$ cat config.mk
export PLATFORM = sky130hd
export DESIGN_NAME = twoc_top
export DESIGN_NICKNAME = d
export VERILOG_FILES = /design/src/verilog/twoc_pkg.sv /design/src/verilog/twoc_wave_unit.sv /design/src/verilog/twoc_top.sv
export VERILOG_INCLUDE_DIRS = /design/src /design/src/verilog
export SDC_FILE = /design/constraint.sdc
export NUM_CORES = 1
export LEC_CHECK = 0
export BUFFER_PORTS_ARGS = -buffer_cell sky130_fd_sc_hd__buf_4
export CORE_ASPECT_RATIO = 0.5
export CORE_MARGIN = 2
export CORE_UTILIZATION = 40
export DETAILED_ROUTE_END_ITERATION = 8
export HOLD_SLACK_MARGIN = 0.12
export MAX_ROUTING_LAYER = met4
export PLACE_DENSITY_LB_ADDON = 0.25
export SYNTH_ARGS = -nofsm -noshare
export SYNTH_HDL_FRONTEND = slang
export SYNTH_SLANG_ARGS = --single-unit
$ cat constraint.sdc
create_clock -name aclk -period 7 [get_ports aclk]
set_input_delay 1.05 -clock aclk [delete_from_list [all_inputs] [get_ports aclk]]
set_output_delay 1.05 -clock aclk [all_outputs]
set_load 0.03 [all_outputs]
$ cat src/verilog/twoc_map.svh
`ifndef TWOC_MAP_SVH
`define TWOC_MAP_SVH
// Summary of operation
// Nonzero output mode connects wave to pin, except toggle in PWM modes without toggle.
// Pin driver enabled only by direction bit.
// Non-PWM: disconnect, toggle, clear, set on match.
// Fast PWM: clear/set on match, opposite at bottom.
// Fast PWM toggle: channel A, mode 15 only.
// Fast PWM: compare equal top ignores match.
// Dual-slope: match action depends on count direction.
// Dual-slope toggle: channel A, mode 9 only.
// Force strobes act only in non-PWM modes.
// Software writes force bits zero in PWM.
// Force strobe applies match using current mode.
// Force raises no flag, never clears counter.
// Force bits always read back as zero.
// Four-bit waveform mode split; code 13 reserved.
// Normal and clear-on-match tops, update, overflow.
// Phase correct tops; update top, overflow bottom.
// Fast PWM tops; update bottom, overflow top.
// Frequency correct: update and overflow at bottom.
// Dual-slope: compare at bottom/top holds level.
// Mode 9 toggle gives square wave.
// Events other than force strobes evaluated only on timer clock enable.
`define TWOC_OFF_CTRL_A  8'h00
`define TWOC_OFF_CTRL_B  8'h04
`define TWOC_OFF_CMP_A   8'h08
`define TWOC_OFF_CMP_B   8'h0c
`define TWOC_OFF_CAP     8'h10
`define TWOC_OFF_PORT    8'h14
`define TWOC_OFF_STAT    8'h18
`define TWOC_COM_A_LSB   6
`define TWOC_COM_B_LSB   4
`define TWOC_FORCE_A_BIT 3
`define TWOC_FORCE_B_BIT 2
`define TWOC_WGM_LO_LSB  0
`define TWOC_WGM_HI_LSB  3
`define TWOC_PDIR_LSB    0
`define TWOC_PVAL_LSB    2
`define TWOC_STAT_OVF    16
`define TWOC_STAT_UP     17
`define TWOC_RST_16      16'h0000
`define TWOC_TOP_MAX     16'hffff
`define TWOC_TOP_8       16'h00ff
`define TWOC_TOP_9       16'h01ff
`define TWOC_TOP_10      16'h03ff
`define TWOC_WGM_NORMAL  4'h0
`define TWOC_WGM_RSVD    4'hd
`define TWOC_WGM_PFC_A   4'h9
`define TWOC_WGM_FAST_I  4'he
`define TWOC_WGM_FAST_A  4'hf
`define TWOC_RESP_OKAY   2'b00
`define TWOC_RESP_SLVERR 2'b10
`endif

$ cat src/verilog/twoc_pkg.sv
`include "twoc_map.svh"
package twoc_pkg;
  typedef enum logic [1:0] {
    TWOC_NONPWM = 2'b00,
    TWOC_FAST   = 2'b01,
    TWOC_DUAL   = 2'b10,
    TWOC_RSVD   = 2'b11
  } twoc_cls_e;

  typedef struct packed {
    logic out_a;
    logic oe_a;
    logic out_b;
    logic oe_b;
  } twoc_pins_s;

  function automatic twoc_cls_e twoc_cls_of(input logic [3:0] wgm);
    unique case (wgm)
      4'h0, 4'h4, 4'hc:             twoc_cls_of = TWOC_NONPWM;
      4'h5, 4'h6, 4'h7, 4'he, 4'hf: twoc_cls_of = TWOC_FAST;
      4'hd:                         twoc_cls_of = TWOC_RSVD;
      default:                      twoc_cls_of = TWOC_DUAL;
    endcase
  endfunction

  function automatic logic [15:0] twoc_top_of(input logic [3:0] wgm, input logic [15:0] cmp_a,
                                              input logic [15:0] cap);
    unique case (wgm)
      4'h1, 4'h5:             twoc_top_of = `TWOC_TOP_8;
      4'h2, 4'h6:             twoc_top_of = `TWOC_TOP_9;
      4'h3, 4'h7:             twoc_top_of = `TWOC_TOP_10;
      4'h4, 4'h9, 4'hb, 4'hf: twoc_top_of = cmp_a;
      4'h8, 4'ha, 4'hc, 4'he: twoc_top_of = cap;
      default:                twoc_top_of = `TWOC_TOP_MAX;
    endcase
  endfunction
endpackage

$ cat src/verilog/twoc_wave_unit.sv
`timescale 1ns/1ps
`include "twoc_map.svh"
module twoc_wave_unit #(
  parameter bit CH_A = 1'b1
) (
  input  wire logic                aclk,
  input  wire logic                aresetn,
  input  wire logic                tick,
  input  wire logic                force_match,
  input  wire logic                match,
  input  wire logic                at_bottom,
  input  wire logic                cmp_top,
  input  wire logic                cmp_zero,
  input  wire logic                count_up,
  input  twoc_pkg::twoc_cls_e      cls,
  input  wire logic [3:0]          waveform_mode,
  input  wire logic [1:0]          out_mode,
  output logic                     wave,
  output logic                     conn
);
  import twoc_pkg::*;

  typedef struct packed {
    logic wave;
    logic conn;
  } twoc_unit_s;

  twoc_unit_s s_q;
  twoc_unit_s s_d;
  logic       tog_ok;

  function automatic logic twoc_nonpwm_act(input logic [1:0] com, input logic w);
    unique case (com)
      2'b01:   twoc_nonpwm_act = ~w;
      2'b10:   twoc_nonpwm_act = 1'b0;
      2'b11:   twoc_nonpwm_act = 1'b1;
      default: twoc_nonpwm_act = w;
    endcase
  endfunction

  always_comb
  begin
    s_d    = s_q;
    tog_ok = CH_A && ((cls == TWOC_FAST && waveform_mode == `TWOC_WGM_FAST_A) ||
             (cls == TWOC_DUAL && (waveform_mode == `TWOC_WGM_PFC_A ||
                                   waveform_mode == `TWOC_WGM_FAST_I)));
    s_d.conn = (out_mode != 2'b00) && (out_mode != 2'b01 || cls == TWOC_NONPWM || tog_ok);
    if (force_match && cls == TWOC_NONPWM)
    begin
      s_d.wave = twoc_nonpwm_act(out_mode, s_q.wave);
    end
    else if (tick)
    begin
      unique case (cls)
        TWOC_NONPWM:
        begin
          if (match)
          begin
            s_d.wave = twoc_nonpwm_act(out_mode, s_q.wave);
          end
        end
        TWOC_FAST:
        begin
          if (out_mode == 2'b01 && tog_ok && match)
          begin
            s_d.wave = ~s_q.wave;
          end
          if (out_mode[1])
          begin
            if (at_bottom)
            begin
              s_d.wave = ~out_mode[0];
            end
            if (match && !cmp_top)
            begin
              s_d.wave = out_mode[0];
            end
          end
        end
        TWOC_DUAL:
        begin
          if (out_mode == 2'b01 && tog_ok && match)
          begin
            s_d.wave = ~s_q.wave;
          end
          if (out_mode[1])
          begin
            if (cmp_zero)
            begin
              s_d.wave = out_mode[0];
            end
            else if (cmp_top)
            begin
              s_d.wave = ~out_mode[0];
            end
            else if (match)
            begin
              s_d.wave = ~count_up ^ out_mode[0];
            end
          end
        end
        TWOC_RSVD:
        begin
          s_d.wave = s_q.wave;
        end
      endcase
    end
  end

  always_ff @(posedge aclk)
  begin
    if (!aresetn)
    begin
      s_q <= '0;
    end
    else
    begin
      s_q <= s_d;
    end
  end

  assign wave = s_q.wave;
  assign conn = s_q.conn;
endmodule

$ cat src/verilog/twoc_top.sv
`timescale 1ns/1ps
`include "twoc_map.svh"
module twoc_top #(
  parameter int ADDR_W = 8
) (
  input  wire logic                aclk,
  input  wire logic                aresetn,
  input  wire logic                tmr_clk_en,
  input  wire logic [ADDR_W-1:0]   awaddr,
  input  wire logic                awvalid,
  output logic                     awready,
  input  wire logic [31:0]         wdata,
  input  wire logic [3:0]          wstrb,
  input  wire logic                wvalid,
  output logic                     wready,
  output logic [1:0]               bresp,
  output logic                     bvalid,
  input  wire logic                bready,
  input  wire logic [ADDR_W-1:0]   araddr,
  input  wire logic                arvalid,
  output logic                     arready,
  output logic [31:0]              rdata,
  output logic [1:0]               rresp,
  output logic                     rvalid,
  input  wire logic                rready,
  output twoc_pkg::twoc_pins_s     pins
);
  import twoc_pkg::*;

  typedef struct packed {
    logic              awready;
    logic              wready;
    logic              bvalid;
    logic              arready;
    logic              rvalid;
    logic [1:0]        bresp;
    logic [1:0]        rresp;
    logic [31:0]       rdata;
    logic [ADDR_W-1:0] awaddr;
    logic [31:0]       wdata;
    logic [3:0]        wstrb;
    logic [1:0]        com_a;
    logic [1:0]        com_b;
    logic [1:0]        wgm_lo;
    logic [1:0]        wgm_hi;
    logic [1:0]        force_m;
    logic [1:0]        pdir;
    logic [1:0]        pval;
    logic [15:0]       cnt;
    logic              up;
    logic              ovf;
    logic [15:0]       cmp_a;
    logic [15:0]       cmp_a_buf;
    logic [15:0]       cmp_b;
    logic [15:0]       cmp_b_buf;
    logic [15:0]       cap;
    twoc_pins_s        pins;
  } twoc_state_s;

  twoc_state_s st_q;
  twoc_state_s st_d;
  logic [3:0]  wgm;
  twoc_cls_e   cls;
  logic [15:0] top_v;
  logic        wave_a;
  logic        wave_b;
  logic        conn_a;
  logic        conn_b;
  logic        wr_go;
  logic [3:0]  wgm_new;

  function automatic logic [15:0] twoc_merge16(input logic [15:0] old, input logic [31:0] data,
                                               input logic [3:0] strb);
    twoc_merge16 = old;
    if (strb[0])
    begin
      twoc_merge16[7:0] = data[7:0];
    end
    if (strb[1])
    begin
      twoc_merge16[15:8] = data[15:8];
    end
  endfunction

  function automatic logic twoc_is_pc(input logic [3:0] w);
    twoc_is_pc = (w == 4'h1) || (w == 4'h2) || (w == 4'h3) || (w == 4'ha) || (w == 4'hb);
  endfunction

  assign wgm   = {st_q.wgm_hi, st_q.wgm_lo};
  assign cls   = twoc_cls_of(wgm);
  assign top_v = twoc_top_of(wgm, st_q.cmp_a, st_q.cap);
  assign wr_go = !st_q.awready && !st_q.wready && !st_q.bvalid;

  always_comb
  begin
    st_d       = st_q;
    wgm_new    = wgm;
    st_d.force_m = 2'b00;
    if (awvalid && st_q.awready)
    begin
      st_d.awready = 1'b0;
      st_d.awaddr  = awaddr;
    end
    if (wvalid && st_q.wready)
    begin
      st_d.wready = 1'b0;
      st_d.wdata  = wdata;
      st_d.wstrb  = wstrb;
    end
    if (wr_go)
    begin
      st_d.bvalid = 1'b1;
      st_d.bresp  = `TWOC_RESP_OKAY;
      unique case (st_q.awaddr)
        `TWOC_OFF_CTRL_A:
        begin
          if (st_q.wstrb[0])
          begin
            st_d.com_a  = st_q.wdata[`TWOC_COM_A_LSB +: 2];
            st_d.com_b  = st_q.wdata[`TWOC_COM_B_LSB +: 2];
            st_d.wgm_lo = st_q.wdata[`TWOC_WGM_LO_LSB +: 2];
            wgm_new     = {st_q.wgm_hi, st_q.wdata[`TWOC_WGM_LO_LSB +: 2]};
            // The strobes are not stored, so a stray one in a PWM mode leaves no trace.
            if (twoc_cls_of(wgm_new) == TWOC_NONPWM)
            begin
              st_d.force_m = {st_q.wdata[`TWOC_FORCE_A_BIT], st_q.wdata[`TWOC_FORCE_B_BIT]};
            end
          end
        end
        `TWOC_OFF_CTRL_B:
        begin
          if (st_q.wstrb[0])
          begin
            st_d.wgm_hi = st_q.wdata[`TWOC_WGM_HI_LSB +: 2];
          end
        end
        `TWOC_OFF_CMP_A:
        begin
          st_d.cmp_a_buf = twoc_merge16(st_q.cmp_a_buf, st_q.wdata, st_q.wstrb);
          if (cls == TWOC_NONPWM)
          begin
            st_d.cmp_a = twoc_merge16(st_q.cmp_a_buf, st_q.wdata, st_q.wstrb);
          end
        end
        `TWOC_OFF_CMP_B:
        begin
          st_d.cmp_b_buf = twoc_merge16(st_q.cmp_b_buf, st_q.wdata, st_q.wstrb);
          if (cls == TWOC_NONPWM)
          begin
            st_d.cmp_b = twoc_merge16(st_q.cmp_b_buf, st_q.wdata, st_q.wstrb);
          end
        end
        `TWOC_OFF_CAP:
        begin
          st_d.cap = twoc_merge16(st_q.cap, st_q.wdata, st_q.wstrb);
        end
        `TWOC_OFF_PORT:
        begin
          if (st_q.wstrb[0])
          begin
            st_d.pdir = st_q.wdata[`TWOC_PDIR_LSB +: 2];
            st_d.pval = st_q.wdata[`TWOC_PVAL_LSB +: 2];
          end
        end
        `TWOC_OFF_STAT:
        begin
          if (st_q.wstrb[2] && st_q.wdata[`TWOC_STAT_OVF])
          begin
            st_d.ovf = 1'b0;
          end
        end
        default:
        begin
          st_d.bresp = `TWOC_RESP_SLVERR;
        end
      endcase
    end
    if (st_q.bvalid && bready)
    begin
      st_d.bvalid  = 1'b0;
      st_d.awready = 1'b1;
      st_d.wready  = 1'b1;
    end
    if (arvalid && st_q.arready)
    begin
      st_d.arready = 1'b0;
      st_d.rvalid  = 1'b1;
      st_d.rresp   = `TWOC_RESP_OKAY;
      unique case (araddr)
        `TWOC_OFF_CTRL_A: st_d.rdata = {24'h00_0000, st_q.com_a, st_q.com_b, 2'b00, st_q.wgm_lo};
        `TWOC_OFF_CTRL_B: st_d.rdata = {27'h000_0000, st_q.wgm_hi, 3'h0};
        `TWOC_OFF_CMP_A:  st_d.rdata = {16'h0000, st_q.cmp_a_buf};
        `TWOC_OFF_CMP_B:  st_d.rdata = {16'h0000, st_q.cmp_b_buf};
        `TWOC_OFF_CAP:    st_d.rdata = {16'h0000, st_q.cap};
        `TWOC_OFF_PORT:   st_d.rdata = {28'h000_0000, st_q.pval, st_q.pdir};
        `TWOC_OFF_STAT:   st_d.rdata = {14'h0000, st_q.up, st_q.ovf, st_q.cnt};
        default:
        begin
          st_d.rdata = 32'h0000_0000;
          st_d.rresp = `TWOC_RESP_SLVERR;
        end
      endcase
    end
    if (st_q.rvalid && rready)
    begin
      st_d.rvalid  = 1'b0;
      st_d.arready = 1'b1;
    end
    // The counter step follows the register write so that a flag set wins over its clear.
    if (tmr_clk_en)
    begin
      unique case (cls)
        TWOC_NONPWM:
        begin
          // A forced compare never reaches this branch, so it cannot clear the counter.
          if (wgm != `TWOC_WGM_NORMAL && st_q.cnt == top_v)
          begin
            st_d.cnt = `TWOC_RST_16;
          end
          else
          begin
            st_d.cnt = st_q.cnt + 16'h0001;
          end
          if (st_q.cnt == `TWOC_TOP_MAX)
          begin
            st_d.ovf = 1'b1;
          end
        end
        TWOC_FAST:
        begin
          if (st_q.cnt == top_v)
          begin
            st_d.cnt   = `TWOC_RST_16;
            st_d.ovf   = 1'b1;
            st_d.cmp_a = st_q.cmp_a_buf;
            st_d.cmp_b = st_q.cmp_b_buf;
          end
          else
          begin
            st_d.cnt = st_q.cnt + 16'h0001;
          end
        end
        TWOC_DUAL:
        begin
          if (st_q.up)
          begin
            if (st_q.cnt >= top_v)
            begin
              st_d.up  = 1'b0;
              st_d.cnt = st_q.cnt - 16'h0001;
              if (twoc_is_pc(wgm))
              begin
                st_d.cmp_a = st_q.cmp_a_buf;
                st_d.cmp_b = st_q.cmp_b_buf;
              end
            end
            else
            begin
              st_d.cnt = st_q.cnt + 16'h0001;
            end
          end
          else if (st_q.cnt == `TWOC_RST_16)
          begin
            st_d.up  = 1'b1;
            st_d.cnt = st_q.cnt + 16'h0001;
            st_d.ovf = 1'b1;
            if (!twoc_is_pc(wgm))
            begin
              st_d.cmp_a = st_q.cmp_a_buf;
              st_d.cmp_b = st_q.cmp_b_buf;
            end
          end
          else
          begin
            st_d.cnt = st_q.cnt - 16'h0001;
          end
        end
        TWOC_RSVD:
        begin
          st_d.cnt = st_q.cnt;
        end
      endcase
    end
    st_d.pins.out_a = conn_a ? wave_a : st_q.pval[0];
    st_d.pins.out_b = conn_b ? wave_b : st_q.pval[1];
    st_d.pins.oe_a  = st_q.pdir[0];
    st_d.pins.oe_b  = st_q.pdir[1];
  end

  always_ff @(posedge aclk)
  begin
    if (!aresetn)
    begin
      st_q         <= '0;
      st_q.awready <= 1'b1;
      st_q.wready  <= 1'b1;
      st_q.arready <= 1'b1;
      st_q.up      <= 1'b1;
    end
    else
    begin
      st_q <= st_d;
    end
  end

  twoc_wave_unit #(
    .CH_A (1'b1)
  ) u_wave_a (
    .aclk          (aclk),
    .aresetn       (aresetn),
    .tick          (tmr_clk_en),
    .force_match   (st_q.force_m[1]),
    .match         (st_q.cnt == st_q.cmp_a),
    .at_bottom     (st_q.cnt == `TWOC_RST_16),
    .cmp_top       (st_q.cmp_a == top_v),
    .cmp_zero      (st_q.cmp_a == `TWOC_RST_16),
    .count_up      (st_q.up),
    .cls           (cls),
    .waveform_mode (wgm),
    .out_mode      (st_q.com_a),
    .wave          (wave_a),
    .conn          (conn_a)
  );

  twoc_wave_unit #(
    .CH_A (1'b0)
  ) u_wave_b (
    .aclk          (aclk),
    .aresetn       (aresetn),
    .tick          (tmr_clk_en),
    .force_match   (st_q.force_m[0]),
    .match         (st_q.cnt == st_q.cmp_b),
    .at_bottom     (st_q.cnt == `TWOC_RST_16),
    .cmp_top       (st_q.cmp_b == top_v),
    .cmp_zero      (st_q.cmp_b == `TWOC_RST_16),
    .count_up      (st_q.up),
    .cls           (cls),
    .waveform_mode (wgm),
    .out_mode      (st_q.com_b),
    .wave          (wave_b),
    .conn          (conn_b)
  );

  assign awready = st_q.awready;
  assign wready  = st_q.wready;
  assign bvalid  = st_q.bvalid;
  assign bresp   = st_q.bresp;
  assign arready = st_q.arready;
  assign rvalid  = st_q.rvalid;
  assign rdata   = st_q.rdata;
  assign rresp   = st_q.rresp;
  assign pins    = st_q.pins;
endmodule

After elaboration in Yosys (flattened, before gate mapping):

Memory sizes are Yosys's and may differ from the RTL's.
Index checks and enable logic that the tools add are counted.

* $add $sub $neg: 2
* $lt $le $gt $ge: 1
* eq/ne operators: 51
* multiplexer cells: 74
* bitwise gates (word level): 9
* reductions and logical operators: 66

Operator list (number)
* $mux W16: 18
* $pmux W18 S7: 1
* $mux W81: 1
* $eq A16 B16 Y1: 5
* $pmux W16 S5: 1
* $mux W32: 2
* $pmux W16 S2: 2
* $mux W17: 3
* $eq A8 B5 Y1 const B: 6
* $logic_not A16 Y1: 3
* $mux W8: 6
* $pmux W16 S3: 1
* $eq A8 B4 Y1 const B: 4
* $eq A4 B4 Y1 const B: 7
* $mux W1: 28
* $logic_and A1 B1 Y1: 19
* $mux W18: 1
* $reduce_and A3 Y1: 6
* $add A16 B1 Y16 const B: 1
* $eq A16 B16 Y1 const B: 1
* $eq A4 B3 Y1 const B: 4
* $eq A8 B3 Y1 const B: 2
* $ge A16 B16 Y1: 1
* $logic_not A8 Y1: 2
* other kinds (25): 78

* flip-flop bits (word level): 189
* ROM bits: 64
* input bits: 60
* output and inout bits: 45
* word-level logic and storage cells: 240
* memories: 2

Memory list
* (no name shown): depth 16, width 2, read ports 1, clocked after memory_dff 0, wr ports 0, RTL line twoc_pkg.sv:18 `unique case (wgm)`
* (no name shown): depth 16, width 2, read ports 1, clocked after memory_dff 0, wr ports 0, RTL line twoc_pkg.sv:18

Logic depth before layout (Yosys ltp):

* depth in word-level cells: 14
* mapped depth: 17
* depth with buffers taken out: 14

Modules after synthesis:

From an unflattened synthesis, not the netlist that was laid out.

* cells, all modules: 1475
* area total of the unflattened synthesis: 11293.3 um2

By module, submodules not included
* twoc_top: instances 1, cells each 1387, area each 10611.4 um2
* twoc_wave_unit at u_wave_a: instances 1, cells each 56, area each 432.9 um2
* twoc_wave_unit at u_wave_b: instances 1, cells each 32, area each 249.0 um2

Worst setup path after synthesis:

OpenSTA, ideal clock, no wires.

* kind: reg-to-reg
* start point: register st_q[110] in the netlist's numbering
* end point: register st_q[98] in the netlist's numbering
* arrival: 3466 ps
* data required time: 6926 ps
* setup slack: 3460 ps
* stages on the path, launching flop included: 17
* path buffers: 3
* clock period less this slack: 3540 ps
* path through: dfxtp_1 -> buf_2 -> buf_2 -> nand3b_1 -> and3_1 -> o21a_1 -> ha_1 -> nand4_1 -> nor4_1 -> a211oi_1 -> o21a_1 -> a31oi_2 -> nand2_1 -> clkbuf_1 -> o21ai_0 -> nand2_1 -> a31oi_1

* longest elaborated chain between the ends: 7

RTL lines
* from (decl): RTL line twoc_top.sv:60 `twoc_state_s st_q;`
* from (signal assigned): RTL line twoc_top.sv:302 `st_q <= st_d;`
* $eq A4 B4 Y1 (tied with other cells): RTL line twoc_pkg.sv:28 `unique case (wgm)`
* $reduce_or A4 Y1 / $reduce_or A2 Y1 (equally long branches): RTL line twoc_pkg.sv:28
* $pmux W16 S5: RTL line twoc_pkg.sv:28
* $ge A16 B16 Y1 / $eq A16 B16 Y1 (equally long branches): RTL line twoc_top.sv:247, twoc_top.sv:216, twoc_top.sv:231
* $mux W16 / $logic_and A1 B1 Y1 (equally long branches): RTL line twoc_top.sv:247, twoc_top.sv:216
* $mux W17 / $mux W16 (equally long branches): RTL line twoc_top.sv:245, twoc_top.sv:216
* $pmux W16 S3: RTL line twoc_top.sv:212 `unique case (cls)`

Several ways; a longest one is shown, not always the timed one.
A chain may end at the register's enable or synchronous reset.

Final worst setup path:

* start point: register st_q[110] in the netlist's numbering
* end point: register st_q[48] in the netlist's numbering

* longest elaborated chain between the ends: 10

RTL lines
* branches (longest 9 deep; another with $ge A16 B16 Y1)
* $mux W16 (*): RTL line twoc_top.sv:210 `if (tmr_clk_en)`

Mark *: on every way between the ends.

==> summary.md <==
| Metric | Value |
|---|---|
| Status | `finished, final reports clean` |
| Slew margin rel. | `0.2245` |
| Post-CTS Hold Fix Bufs | `0` |
| Die Height | `between 100 and 150 microns` |
| Grt total ovfl | `0` |
| Fin Setup TNS | `0 ps` |
| Final Max Slew Viols | `0` |
| Mapped cell area | `between 10000 and 15000 sq um` |
| Post-synth top area cell | `dfxtp_1` |
| Nets | `approximately 1500` |
| Initial antenna violation count | `0` |
| Period minus WS final | `4720 ps` |
| Worst setup EP type | `flop` |
| Max Cap Violations | `0` |
| Synth Area in XOR/XNOR | `0.04549` |
| Drt wl/cell | `21.12 microns` |
| IO buf count | `a little over 70` |
| Mux cell area share after synthesis | `0.09235` |
| Top cells by count, synth | `dfxtp_1 (173), a21oi_1 (156), nor2_1 (150), nand2_1 (134), clkbuf_1 (95)` |
| Rows | `42` |
| Deepest clock path buffer count | `2` |
| Drt pass-1 iters | `6` |
| Compound-Gate Fraction of Synth Area | `0.2365` |
| Top_reg_cell synth | `dfxtp_1` |
| Mapped Avg Cell Area | `between 7 and 8 sq um` |
| Adder-cell share of the synthesized area | `0.02622` |
| Antenna cells | `0` |
| Crit Path Max Fanout | `39` |
| Final Skew | `23.92 ps` |
| Main combinational cell family by area after synthesis | `compound AO/OA/AOI/OAI gates` |
| Die footprint | `between 20000 and 30000 sq um` |
| Fmax achieved | `roughly 210 MHz` |
| Power Dens Cells | `184.0 nW/um^2` |
| Clock root buffer | `clkbuf_16` |
| Critical path arrival | `5080 ps` |
| Netlist cell types | `76` |
| Cells after Synth | `1419` |
| Initial DRC count | `between 1000 and 1500` |
| I/O pin total | `105` |
| Number of synthesized flops with an enable pin | `0` |
| Unrepaired setup endpoints after global routing | `false` |
| Max rail drop VDD | `162.1 uV` |
| Crit Path Class | `flop to flop` |
| Top cells by area, synth | `dfxtp_1 (32%), mux2i_1 (8.2%), a21oi_1 (7.1%)` |
| Post-route ant nets | `0` |
| Hold_ws | `458.3 ps` |
| DP HPWL | `between 20 and 30 mm` |
| Clk Latency, worst-skew pair | `460 ps` |
| TritonCTS clock tree | `yes` |
| Number of post-CTS setup repair buffers | `0` |
| Fin crit share | `0.6742` |
| CP Data Required Time | `7360 ps` |
| H-Tree Depth | `4` |
| CTS buffer count | `17` |
| Reg2Reg Setup Slack | `2280 ps` |
| Initial Utilization | `0.4111` |
| Static Leakage | `approximately 4.6 nW` |
| PostCTS Resize Cnt | `0` |
| Largest net degree at the start of global routing | `57` |
| Clock sink count | `roughly 170` |
| Core ar. | `approximately 27000 sq um` |
| Clock transition at path regs | `roughly 80 ps` |
| Top cell type's share of synthesized area | `0.3156` |
| Final core occ | `0.4524` |
| Synth Area in Simple Gates | `0.2028` |
| Startpoint types | `flop` |
| Vias | `around 11000` |
| Drt total wl | `37.03 mm` |
| Layout cells sized above 1 | `0.1078` |
| Setup Viol. Count Final | `0` |
| Sequential-to-total area share from yosys stat | `0.3156` |
| Hold crit path type | `flop to flop` |
| Area Overhead vs Synth | `10.06%` |
| Total Routing Usage GR | `0.2646` |
| Remaining DRCs | `0` |
| Die width | `238.2 microns` |
| Final hold vios | `0` |
| Most frequent cell after synthesis | `dfxtp_1` |
| Global-route wire length before repair | `between 50 and 60 mm` |
| FF+latch count, synth | `~170` |
| FFs w/ async S/R, synth | `0` |
| Placer Congestion | `around 0.95` |
| Via density | `just over 6` |
| Synth warn | `0` |
| Worst slew pin tran | `1160 ps` |
| Vias in the first global route | `between 9000 and 10000` |
-- sequential cells by signal, summed over array words and instances (netlist names), 2 cells and up --
register	flops
pins	4
st_q	138
rdata	18
st_d	2
-- logic make-up after synthesis --
group,count (synthesis)
other,1
adders and majority gates,23
and+or+nand+nor,476
DFF,173
muxes,100
buffers and inverters,192
AOI/OAI and AO/OA,397
xor gates and xnor gates,57
-- area by class of cell --
type                    count  area, sq um
clock inverters            12        172.7
fillers                  2646        14620
multi-input cells        1069         6718
repair buffers             90        675.6
inverters                  37        140.1
clock buffers              20        466.7
well taps                 352        440.4
flip-flops and latches    173         3465
-- final timing paths --
| check | startpoint | end | cells after the start |
|---|---|---|---|
| max | st_q[110] | st_q[48] | 15 |
| max reg2reg | st_q[110] | st_q[48] | 15 |
| min reg2reg | st_q[153] | st_q[153] | 2 |
| min | st_q[153] | st_q[153] | 2 |
-- where the power goes --
group	total (mW)	switching (mW)	leakage, nW	internal [mW]
clock network	1.03	0.458	0.312	0.571
logic	0.168	0.109	2.87	0.0593
registers	1.02	0.0270	1.40	0.998
total	2.22	0.594	4.58	1.63
-- metal layers --
metal | GRT usage | wire length (microns)
met5 | - | 0
met4 | 0.07500 | 674
met3 | 0.04891 | 3354
met2 | 0.3847 | 15690
met1 | 0.3742 | 17320
-- metrics by stage --
stage               cell area, sq um  cells  worst slack [ps]  total power [mW]
floorplan                      11030   1434              3460             1.158
global placement               11440   1721              2397             1.209
detailed placement             11440   1721              2376             1.213
CTS                            12080   1753              2358             2.235
global route                   12080   1753              1877             2.294
finish                         12080   1753              2280             2.222
-- layout by cell type, fill, tap and decap left out, types with 11 or more instances in the layout --
master     synthesis  layout
nand2_1          134     134
inv_1             35      35
nor3_1            22      20
mux2i_1           90      90
o21ai_0           37      37
and3_1            11      11
xor2_1            26      26
nor2_1           150     150
a21oi_1          156     155
o2bb2ai_1         34      34
dfxtp_1          173     172
nand3_1           54      54
buf_4             40      90
nand4_1           16      16
and2_1            15      15
nand2b_1          14      14
a22oi_1           33      33
o21ai_1           13      13
nor4_1            22      21
xnor2_1           31      31
o22ai_1           11      11
conb_1             1      16
o211ai_1          14      14
ha_1              23      23
clkbuf_16          0      17
-- critical path, cell delays in order (launching register included) --
cell and delay (ps):
dfxtp_2 620, buf_4 460, o21ai_1 100, a31o_2 290
and2_1 170, ha_1 260, nand4_1 140, nor4_1 640
a211oi_1 100, o21a_1 180, nand2_1 70, a31o_2 170
o211ai_1 120, nand2_1 880, buf_4 300, o2bb2ai_1 70
Note: power is estimated with default switching activity, not from simulation.
